`config.mk`:
```
export PLATFORM = sky130hd
export DESIGN_NAME = dsfi_top
export DESIGN_NICKNAME = d
export VERILOG_FILES = /design/src/dsfi_pkg.sv /design/src/dsfi_top.sv
export VERILOG_INCLUDE_DIRS = /design/src /design/src/src
export SDC_FILE = /design/constraint.sdc
export NUM_CORES = 1
export LEC_CHECK = 0
export BUFFER_PORTS_ARGS = -buffer_cell sky130_fd_sc_hd__buf_4
export CAP_MARGIN = 20
export CORE_ASPECT_RATIO = 0.6
export CORE_MARGIN = 2
export CORE_UTILIZATION = 49
export DETAILED_ROUTE_END_ITERATION = 8
export MAX_ROUTING_LAYER = met4
export PLACE_DENSITY = 0.73
export SLEW_MARGIN = 25
export SYNTH_ARGS = -nofsm -noshare
export SYNTH_HDL_FRONTEND = slang
export SYNTH_SLANG_ARGS = --single-unit
```
`constraint.sdc`:
```
create_clock -name clk -period 5.3 [get_ports clk]
set_input_delay 0.265 -clock clk [delete_from_list [all_inputs] [get_ports clk]]
set_output_delay 0.265 -clock clk [all_outputs]
set_load 0.05 [all_outputs]
```
`src/dsfi_consts.svh`:
```
`ifndef DSFI_CONSTS_SVH
`define DSFI_CONSTS_SVH

// led timebase: one flash phase per slot, 200 ms by default
`define DSFI_CLK_HZ 200000000
`define DSFI_FLASH_MS 200
`define DSFI_FLASH_CYC ((`DSFI_CLK_HZ / 1000) * `DSFI_FLASH_MS)
`define DSFI_BLINK_MS 200
`define DSFI_BLINK_CYC ((`DSFI_CLK_HZ / 1000) * `DSFI_BLINK_MS)
// one slot = flash phase; a pattern frame is 10 slots (2 s)
`define DSFI_SLOTS 4'd10
// object index and subindex that carry the over-temperature flag
`define DSFI_TEMP_OBJ 16'h2019
`define DSFI_TEMP_SUB 8'h01
// status word bit positions
`define DSFI_ST_OVERTEMP 0
`define DSFI_ST_LOCKED 1
`define DSFI_ST_TORQUE 2
`define DSFI_ST_STAGE_EN 3
// sync timeout object index
`define DSFI_SYNC_OBJ 16'h1006
// lead/lag counter width and locked timeout counter width
`define DSFI_LL_W 16
`define DSFI_LT_W 24

`endif

```
`src/dsfi_pkg.sv`:
```
package dsfi_pkg;

    typedef enum logic [1:0] {
        DSFI_CL_OFF,
        DSFI_CL_FIXED,
        DSFI_CL_VARIABLE,
        DSFI_CL_TORQUE
    } dsfi_cl_mode_t;

    typedef enum logic [1:0] {
        DSFI_IN_GENERAL,
        DSFI_IN_HOME,
        DSFI_IN_LIMIT,
        DSFI_IN_CAPTURE
    } dsfi_in_role_t;

    typedef enum logic [1:0] {
        DSFI_NMT_PREOP,
        DSFI_NMT_OPER,
        DSFI_NMT_STOPPED,
        DSFI_NMT_INIT
    } dsfi_nmt_t;

    typedef struct packed {
        logic main_ok;
        logic main_bad;
        logic aux_ok;
        logic aux_bad;
    } dsfi_supply_t;

    typedef struct packed {
        logic bus_off;
        logic err_warn;
        logic guard_evt;
        logic sync_tmo;
    } dsfi_can_err_t;

    typedef struct packed {
        logic [6:0] torque_percent;
        logic [15:0] torque_speed_limit;
    } dsfi_torque_t;

    typedef struct packed {
        logic green;
        logic red;
    } dsfi_led_t;

endpackage

```
`src/dsfi_top.sv`:
```
`timescale 1ns/1ps
`include "dsfi_consts.svh"
// Notes on behaviour
// selecting profile torque operation switches the loop into torque mode automatically.
// torque mode drives torque_percent and caps speed at torque_speed_limit.
// input one may serve as a position capture input beside other roles.
// each power output selects general purpose or brake control.
// signal output selects general purpose or high speed trip.
// over-temperature de-energizes the stage and sets the temperature status flag.
// closed loop on, lead/lag over limit or timeout disables stage, raises locked error.
// locked error never rises with closed loop off; state readable in status.
// power led: off, solid/flash green, solid/flash red per supply state.
// network led solid green when operational.
// network led single green flash when stopped.
// network led continuous green flashing when pre-operational.
// network led solid red when bus-off.
// network led single red flash at error counter warning.
// network led red double flash after guard or heartbeat event.
// network led red triple flash on sync timeout.
// closed loop on, stopped or locked shaft raises the locked error.
// closed loop compares encoder to commanded steps within control bounds.
// patterns come from a free-running timebase; red beats green. Power led shows main_ok green over aux_bad red instead.
module dsfi_top #(
    parameter int unsigned FLASH_CYC = `DSFI_FLASH_CYC
) (
    input wire logic clk,
    input wire logic rstn,
    input wire dsfi_pkg::dsfi_cl_mode_t cl_mode,
    input wire logic profile_torque,
    input wire dsfi_pkg::dsfi_torque_t torque_cfg,
    input wire logic [`DSFI_LL_W-1:0] ll_limit,
    input wire logic [`DSFI_LT_W-1:0] locked_rotor_timeout,
    input wire logic cmd_step,
    input wire logic cmd_dir,
    input wire logic enc_step,
    input wire logic enc_dir,
    input wire logic fault_clear,
    input wire logic overtemp_pin,
    input wire logic [3:0] gp_in_pin,
    input wire dsfi_pkg::dsfi_in_role_t in1_role,
    input wire logic [1:0] pwr_out_brake_sel,
    input wire logic [1:0] pwr_out_gp,
    input wire logic brake_release,
    input wire logic sig_out_trip_sel,
    input wire logic sig_out_gp,
    input wire logic trip_hit,
    input wire dsfi_pkg::dsfi_supply_t supply_pin,
    input wire dsfi_pkg::dsfi_nmt_t nmt_state,
    input wire dsfi_pkg::dsfi_can_err_t can_err,
    output logic stage_en,
    output logic torque_mode,
    output logic [6:0] torque_level,
    output logic [15:0] speed_cap,
    output logic [3:0] gp_in_level,
    output logic capture_pulse,
    output logic [1:0] pwr_out,
    output logic sig_out,
    output logic [3:0] status,
    output logic [15:0] temp_obj_index,
    output logic [7:0] temp_obj_sub,
    output logic [15:0] sync_obj_index,
    output dsfi_pkg::dsfi_led_t power_led,
    output dsfi_pkg::dsfi_led_t net_led
);

    // =====================================================================
    // pin synchronisers
    // =====================================================================
    // supply, temperature and inputs come from pins: two stages before any logic
    logic [8:0] sync1_r;
    logic [8:0] sync2_r;
    logic [8:0] pin_raw;
    assign pin_raw = {overtemp_pin, gp_in_pin, supply_pin};

    always_ff @(posedge clk or negedge rstn) begin
        if (!rstn) begin
            sync1_r <= 9'h000;
            sync2_r <= 9'h000;
        end else begin
            sync1_r <= pin_raw;
            sync2_r <= sync1_r;
        end
    end

    wire overtemp_s = sync2_r[8];
    wire [3:0] gp_in_s = sync2_r[7:4];
    dsfi_pkg::dsfi_supply_t supply_s;
    assign supply_s = sync2_r[3:0];

    // =====================================================================
    // closed loop supervision
    // =====================================================================
    wire closed_loop = (cl_mode != dsfi_pkg::DSFI_CL_OFF) || profile_torque;
    wire torque_sel = profile_torque || (cl_mode == dsfi_pkg::DSFI_CL_TORQUE);

    logic signed [`DSFI_LL_W:0] lead_lag_r;
    logic [`DSFI_LT_W-1:0] stall_cnt_r;
    logic locked_r;
    logic overtemp_r;

    function automatic logic signed [1:0] step_delta(input logic stp, input logic dir);
        step_delta = stp ? (dir ? 2'sd1 : -2'sd1) : 2'sd0;
    endfunction

    wire signed [`DSFI_LL_W:0] ll_nxt = lead_lag_r
        + (`DSFI_LL_W+1)'(step_delta(cmd_step, cmd_dir))
        - (`DSFI_LL_W+1)'(step_delta(enc_step, enc_dir));
    wire [`DSFI_LL_W:0] ll_abs = ll_nxt[`DSFI_LL_W] ? (`DSFI_LL_W+1)'(-ll_nxt) : ll_nxt;
    wire ll_over = ll_abs > {1'b0, ll_limit};
    // shaft counts as stopped when steps are commanded but no encoder edge comes back
    wire lt_expire = (locked_rotor_timeout != '0) && (stall_cnt_r >= locked_rotor_timeout);
    wire lock_evt = closed_loop && (ll_over || lt_expire);

    // lead/lag restarts from zero while locked, so a clear cannot re-trip at once
    always_ff @(posedge clk or negedge rstn) begin
        if (!rstn) begin
            lead_lag_r <= '0;
        end else if (!closed_loop || locked_r) begin
            lead_lag_r <= '0;
        end else begin
            lead_lag_r <= ll_nxt;
        end
    end

    always_ff @(posedge clk or negedge rstn) begin
        if (!rstn) begin
            stall_cnt_r <= '0;
        end else if (!closed_loop || enc_step || lead_lag_r == '0) begin
            stall_cnt_r <= '0;
        end else if (!lt_expire) begin
            stall_cnt_r <= stall_cnt_r + 1'b1;
        end
    end

    // set wins over clear for both fault flags
    always_ff @(posedge clk or negedge rstn) begin
        if (!rstn) begin
            locked_r <= 1'b0;
            overtemp_r <= 1'b0;
        end else begin
            locked_r <= lock_evt || (locked_r && !fault_clear && closed_loop);
            overtemp_r <= overtemp_s || (overtemp_r && !fault_clear);
        end
    end

    // =====================================================================
    // power stage and torque outputs
    // =====================================================================
    // the stage drops at the same edge that latches a fault, not one later
    wire stage_on_nxt = !overtemp_r && !overtemp_s && !locked_r && !lock_evt;
    wire [6:0] torque_level_nxt = torque_sel ? torque_cfg.torque_percent : 7'h00;
    wire [15:0] speed_cap_nxt = torque_sel ? torque_cfg.torque_speed_limit : 16'hFFFF;

    always_ff @(posedge clk or negedge rstn) begin
        if (!rstn) begin
            stage_en <= 1'b0;
            torque_mode <= 1'b0;
            torque_level <= 7'h00;
            speed_cap <= 16'h0000;
        end else begin
            stage_en <= stage_on_nxt;
            torque_mode <= torque_sel;
            torque_level <= torque_level_nxt;
            speed_cap <= speed_cap_nxt;
        end
    end

    assign status[`DSFI_ST_OVERTEMP] = overtemp_r;
    assign status[`DSFI_ST_LOCKED] = locked_r;
    assign status[`DSFI_ST_TORQUE] = torque_mode;
    assign status[`DSFI_ST_STAGE_EN] = stage_en;
    assign temp_obj_index = `DSFI_TEMP_OBJ;
    assign temp_obj_sub = `DSFI_TEMP_SUB;
    assign sync_obj_index = `DSFI_SYNC_OBJ;

    // =====================================================================
    // configurable i/o
    // =====================================================================
    logic in1_d_r;
    wire in1_is_cap = (in1_role == dsfi_pkg::DSFI_IN_CAPTURE);
    wire capture_nxt = in1_is_cap && gp_in_s[0] && !in1_d_r;
    // brake holds while the stage is off, released only on request
    wire [1:0] brake_drv = {2{brake_release && stage_en}};
    wire [1:0] pwr_out_nxt = (pwr_out_brake_sel & brake_drv)
        | (~pwr_out_brake_sel & pwr_out_gp);
    wire sig_out_nxt = sig_out_trip_sel ? trip_hit : sig_out_gp;

    always_ff @(posedge clk or negedge rstn) begin
        if (!rstn) begin
            in1_d_r <= 1'b0;
            gp_in_level <= 4'h0;
            capture_pulse <= 1'b0;
        end else begin
            in1_d_r <= gp_in_s[0];
            gp_in_level <= gp_in_s;
            capture_pulse <= capture_nxt;
        end
    end

    always_ff @(posedge clk or negedge rstn) begin
        if (!rstn) begin
            pwr_out <= 2'h0;
            sig_out <= 1'b0;
        end else begin
            pwr_out <= pwr_out_nxt;
            sig_out <= sig_out_nxt;
        end
    end

    // =====================================================================
    // led timebase
    // =====================================================================
    // slot length is a parameter so a bench can run whole frames in a few hundred cycles
    logic [26:0] tb_cnt_r;
    logic [3:0] slot_r;
    logic blink_r;
    wire tb_tick = (tb_cnt_r == 27'(FLASH_CYC - 1));
    wire slot_last = (slot_r == `DSFI_SLOTS - 4'd1);

    always_ff @(posedge clk or negedge rstn) begin
        if (!rstn) begin
            tb_cnt_r <= '0;
            slot_r <= 4'h0;
        end else if (tb_tick) begin
            tb_cnt_r <= '0;
            slot_r <= slot_last ? 4'h0 : slot_r + 4'd1;
        end else begin
            tb_cnt_r <= tb_cnt_r + 27'd1;
        end
    end

    // blink shares the tick since both phases are 200 ms
    always_ff @(posedge clk or negedge rstn) begin
        if (!rstn) begin
            blink_r <= 1'b0;
        end else if (tb_tick) begin
            blink_r <= !blink_r;
        end
    end

    // n flashes: on in slots 0,2,4.. for n flashes, rest of the frame off
    function automatic logic flash_n(input logic [3:0] slot, input logic [1:0] n);
        flash_n = !slot[0] && (slot[3:1] < {1'b0, n});
    endfunction

    // =====================================================================
    // led encoders
    // =====================================================================
    logic pwr_g_nxt;
    logic pwr_r_nxt;
    logic net_g_nxt;
    logic net_r_nxt;

    always_comb begin
        pwr_g_nxt = 1'b0;
        pwr_r_nxt = 1'b0;
        if (supply_s.main_bad) begin
            pwr_r_nxt = 1'b1;
        end else if (supply_s.main_ok) begin
            pwr_g_nxt = 1'b1;
        end else if (supply_s.aux_bad) begin
            pwr_r_nxt = blink_r;
        end else if (supply_s.aux_ok) begin
            pwr_g_nxt = blink_r;
        end
    end

    always_comb begin
        net_g_nxt = 1'b0;
        net_r_nxt = 1'b0;
        if (can_err.bus_off) begin
            net_r_nxt = 1'b1;
        end else if (can_err.sync_tmo) begin
            net_r_nxt = flash_n(slot_r, 2'd3);
        end else if (can_err.guard_evt) begin
            net_r_nxt = flash_n(slot_r, 2'd2);
        end else if (can_err.err_warn) begin
            net_r_nxt = flash_n(slot_r, 2'd1);
        end
        if (!net_r_nxt || can_err == '0) begin
            unique case (nmt_state)
                dsfi_pkg::DSFI_NMT_OPER: net_g_nxt = 1'b1;
                dsfi_pkg::DSFI_NMT_STOPPED: net_g_nxt = flash_n(slot_r, 2'd1);
                dsfi_pkg::DSFI_NMT_PREOP: net_g_nxt = blink_r;
                dsfi_pkg::DSFI_NMT_INIT: net_g_nxt = 1'b0;
            endcase
        end
        // red pattern owns the led whenever any error is present
        if (can_err != '0) begin
            net_g_nxt = 1'b0;
        end
    end

    always_ff @(posedge clk or negedge rstn) begin
        if (!rstn) begin
            power_led <= '0;
            net_led <= '0;
        end else begin
            power_led <= '{green: pwr_g_nxt, red: pwr_r_nxt};
            net_led <= '{green: net_g_nxt, red: net_r_nxt};
        end
    end

endmodule

```
==> out/results.txt <==
outcome = finished clean
EDFF count, synth = 0
Synth area leader = dfrtp_1
Clock transition at path regs = 60 ps
Detailed Route Iter0 Violations = 467
die width = 171 um
worst slack at placement = 88.6 ps
Clock Latency Late Sink = 410 ps
Crit path max-delay family = simple AND/OR/NAND/NOR gates
FF-to-FF setup slack = 640 ps
Fin. Hold Viols = 0
Combinational Power Share = 0.591
Syn Area/Cell = 9.56 um2
post-route setup slack = 462 ps
CTS tree = built
hpwl dp = 13.8 mm
vias per cell = 5.07
Ys Warns = 0
Internal Power = 3.17 mW
root buffer cell = clkbuf_16
DR WL/cell = 14.6 um
# diodes = 0
Synth cell types = 71
Power Density = 563 nW/um2
most frequent cell after synthesis = dfrtp_1
Synth Flop Type = dfrtp_1
Seq pwr share = 0.204
max-cap violations = 0
CP Launch Type = primary input
gate count after technology mapping = 861
Routed Antenna Nets = 0
layout cells sized above 1 = 0.214
cell area after layout = 10100 um2
post-cts sizing count = 0
Fmax = 207 MHz
CTS sink cnt = 130
worst vdd ir = 0.000310 V
CP Cell Sequence = buf_4 > and2b_1 > fa_1 > fa_1 > nor2b_1 > o211ai_2 > a211oi_1 > o21ai_1 > mux2i_1 > nand2_2 > nor2_1 > xnor2_1 > ha_1 > a211oi_1 > nand2_1 > o221ai_1 > o2111ai_1 > a21oi_1 > a21oi_1 > or2_1
Die Y = 104 um
antenna violations before repair = 0
GRT Util Overall = 0.225
initial core utilization = 0.503
final critical-path share of the clock period = 0.913
CTS max path bufs = 2
GPL Wtd Cong = 0.860
largest net degree at the start of global routing = 85
Arr. time, crit path = 5120 ps
CP max FO = 16
first-pass GRT wire length = 31.0 mm
Worst Clk Skew = 19.7 ps
Setup TNS = 0 ps
headroom to the max-slew limit = 0.389
WHS = 38.9 ps
Area contributors post-synth = dfrtp_1 (40%), ha_1 (9.1%), xnor2_1 (5.7%)
CTS Buf Count = 17
CP peak stage delay = 610 ps
Finish-stage setup viols = 0
FF+latch area = 3250 um2
Multi-input gate area = 4300 um2
WP data required = 5590 ps
port bufs = 138
Pleak = 4.97 nW
Final Slew Violations = 0
Die ar. = 17900 um2
NetSw = 2.50 mW
synthesis-stage register bit count = 130
vias in the first global route = 6348
Slowest-stage cell, CP = and2b_1
Fillers = 1403
row cnt = 36
Sw Share = 0.441
total number of vias = 6374
async set-reset flop share out of synthesis = 1.00
Min-Delay Path Class = in2reg
global route overflow = 0
share of the synthesized area in the top cell type = 0.395
sequential share of the synthesized area = 0.395
RSZ-0062 raised after global routing = no
WS Path Type = in2reg
core area = 16400 um2
Synth top cells by count = dfrtp_1 (130), inv_1 (108), nor2_1 (80)
nets@finish = 1190
synthesized cell area = 8230 um2
Tmin final = 4840 ps
final WL = 18.3 mm
Final Util = 0.616
drt pass-1 iters = 5
DRC = 0
worst-margin pin slew = 910 ps
Worst setup EP type = flop
Clock power frac = 0.205
post-CTS setup buffer count = 0
io pins = 179
area of placed instances = 9390 um2
htree depth = 4
WP buf/inv = 1
Syn-to-layout area delta = 22.4%
final timing paths:
kind                                     start  cells after the start              to
min in group asynchronous                 rstn                      2  stall_cnt_r[3]
worst min register to register      sync2_r[7]                      0  gp_in_level[3]
worst max-delay path                   enc_dir                     20        locked_r
worst max register to register  lead_lag_r[10]                     20        locked_r
worst min-delay path                can_err[2]                      2      net_led[1]
max in group asynchronous                 rstn                      3   speed_cap[10]
registers in the layout, indices dropped and copies added (netlist names):
register	flops
blink_r	1
capture_pulse	1
gp_in_level	4
lead_lag_r	17
locked_r	1
net_led	2
overtemp_r	1
power_led	2
pwr_out	2
sig_out	1
slot_r	4
speed_cap	16
stage_en	1
stall_cnt_r	24
sync1_r	9
sync2_r	9
tb_cnt_r	27
torque_level	7
torque_mode	1
layout make-up:
type,count,share of cell area
clock inverter,14,0.0142
sequential,130,0.323
tap,228,0.0283
timing repair buffer,162,0.124
multi-input combinational,597,0.427
inverter,108,0.0402
clock buffer,18,0.0436
cells by family (layout without fill, tap and decap cells):
group	count (synthesis)	after routing	synth area share
compound gates	106	106	0.0938
buf+inv	172	302	0.100
flops	130	130	0.395
xor+xnor	80	80	0.0870
fa+ha+maj	76	76	0.130
simple gates	290	290	0.186
mux	5	5	0.00623
other cells	2	40	0.000913
timing repair:
item / CTS / global route
endpoints found under the setup margin: 0 / 0
endpoints found under the hold margin: 92 / 0
hold buffers: 10 / 0
worst reg2reg max path, delay by kind of cell (launching register included):
| kind | cells | cell delay [ps] |
|---|---|---|
| AO/OA/AOI/OAI | 8 | 1590 |
| flip-flops | 1 | 360 |
| AND/OR/NAND/NOR | 5 | 870 |
| multiplexers | 1 | 290 |
| XOR/XNOR | 1 | 140 |
| buffers and inverters | 2 | 100 |
| adder cells (fa/ha/maj) | 3 | 1190 |
through the flow:
step           power, mW  std cells
2_1_floorplan       3.78        899
3_3_place_gp        4.44       1215
3_5_place_dp        4.49       1215
4_1_cts             5.69       1257
5_1_grt             6.16       1257
6_report            5.67       1257
layer usage:
metal | vias up | global-route usage | routed length [um]
li1 | 3133 | - | -
met1 | 3054 | 0.329 | 9230
met2 | 185 | 0.325 | 7870
met3 | 2 | 0.0464 | 1180
met4 | 0 | 0.0406 | 61
met5 | - | - | 0
power by group through the flow:
stage	logic [mW]	clock network [mW]	registers (mW)
after detailed placement	3.32	0	1.17
after global routing	3.76	1.23	1.16
after CTS	3.35	1.18	1.16
after global placement	3.27	0	1.17
after floorplan	2.56	0	1.22
final	3.35	1.16	1.16
cells in the final DEF (no fill, tap or decap), types with 17 or more instances in the layout:
master and instances:
inv_1 108, or2_2 20, dfrtp_1 130, o21ai_0 18, conb_1 40, xor2_1 24
a21oi_1 27, ha_1 60, clkbuf_16 17, nand4_1 20, nand2_1 38, buf_4 151
xnor2_1 54, nor2_1 80, nand3_1 26, nor4_1 18, nor3_1 23
No activity file was read; power rests on OpenSTA's default activity.
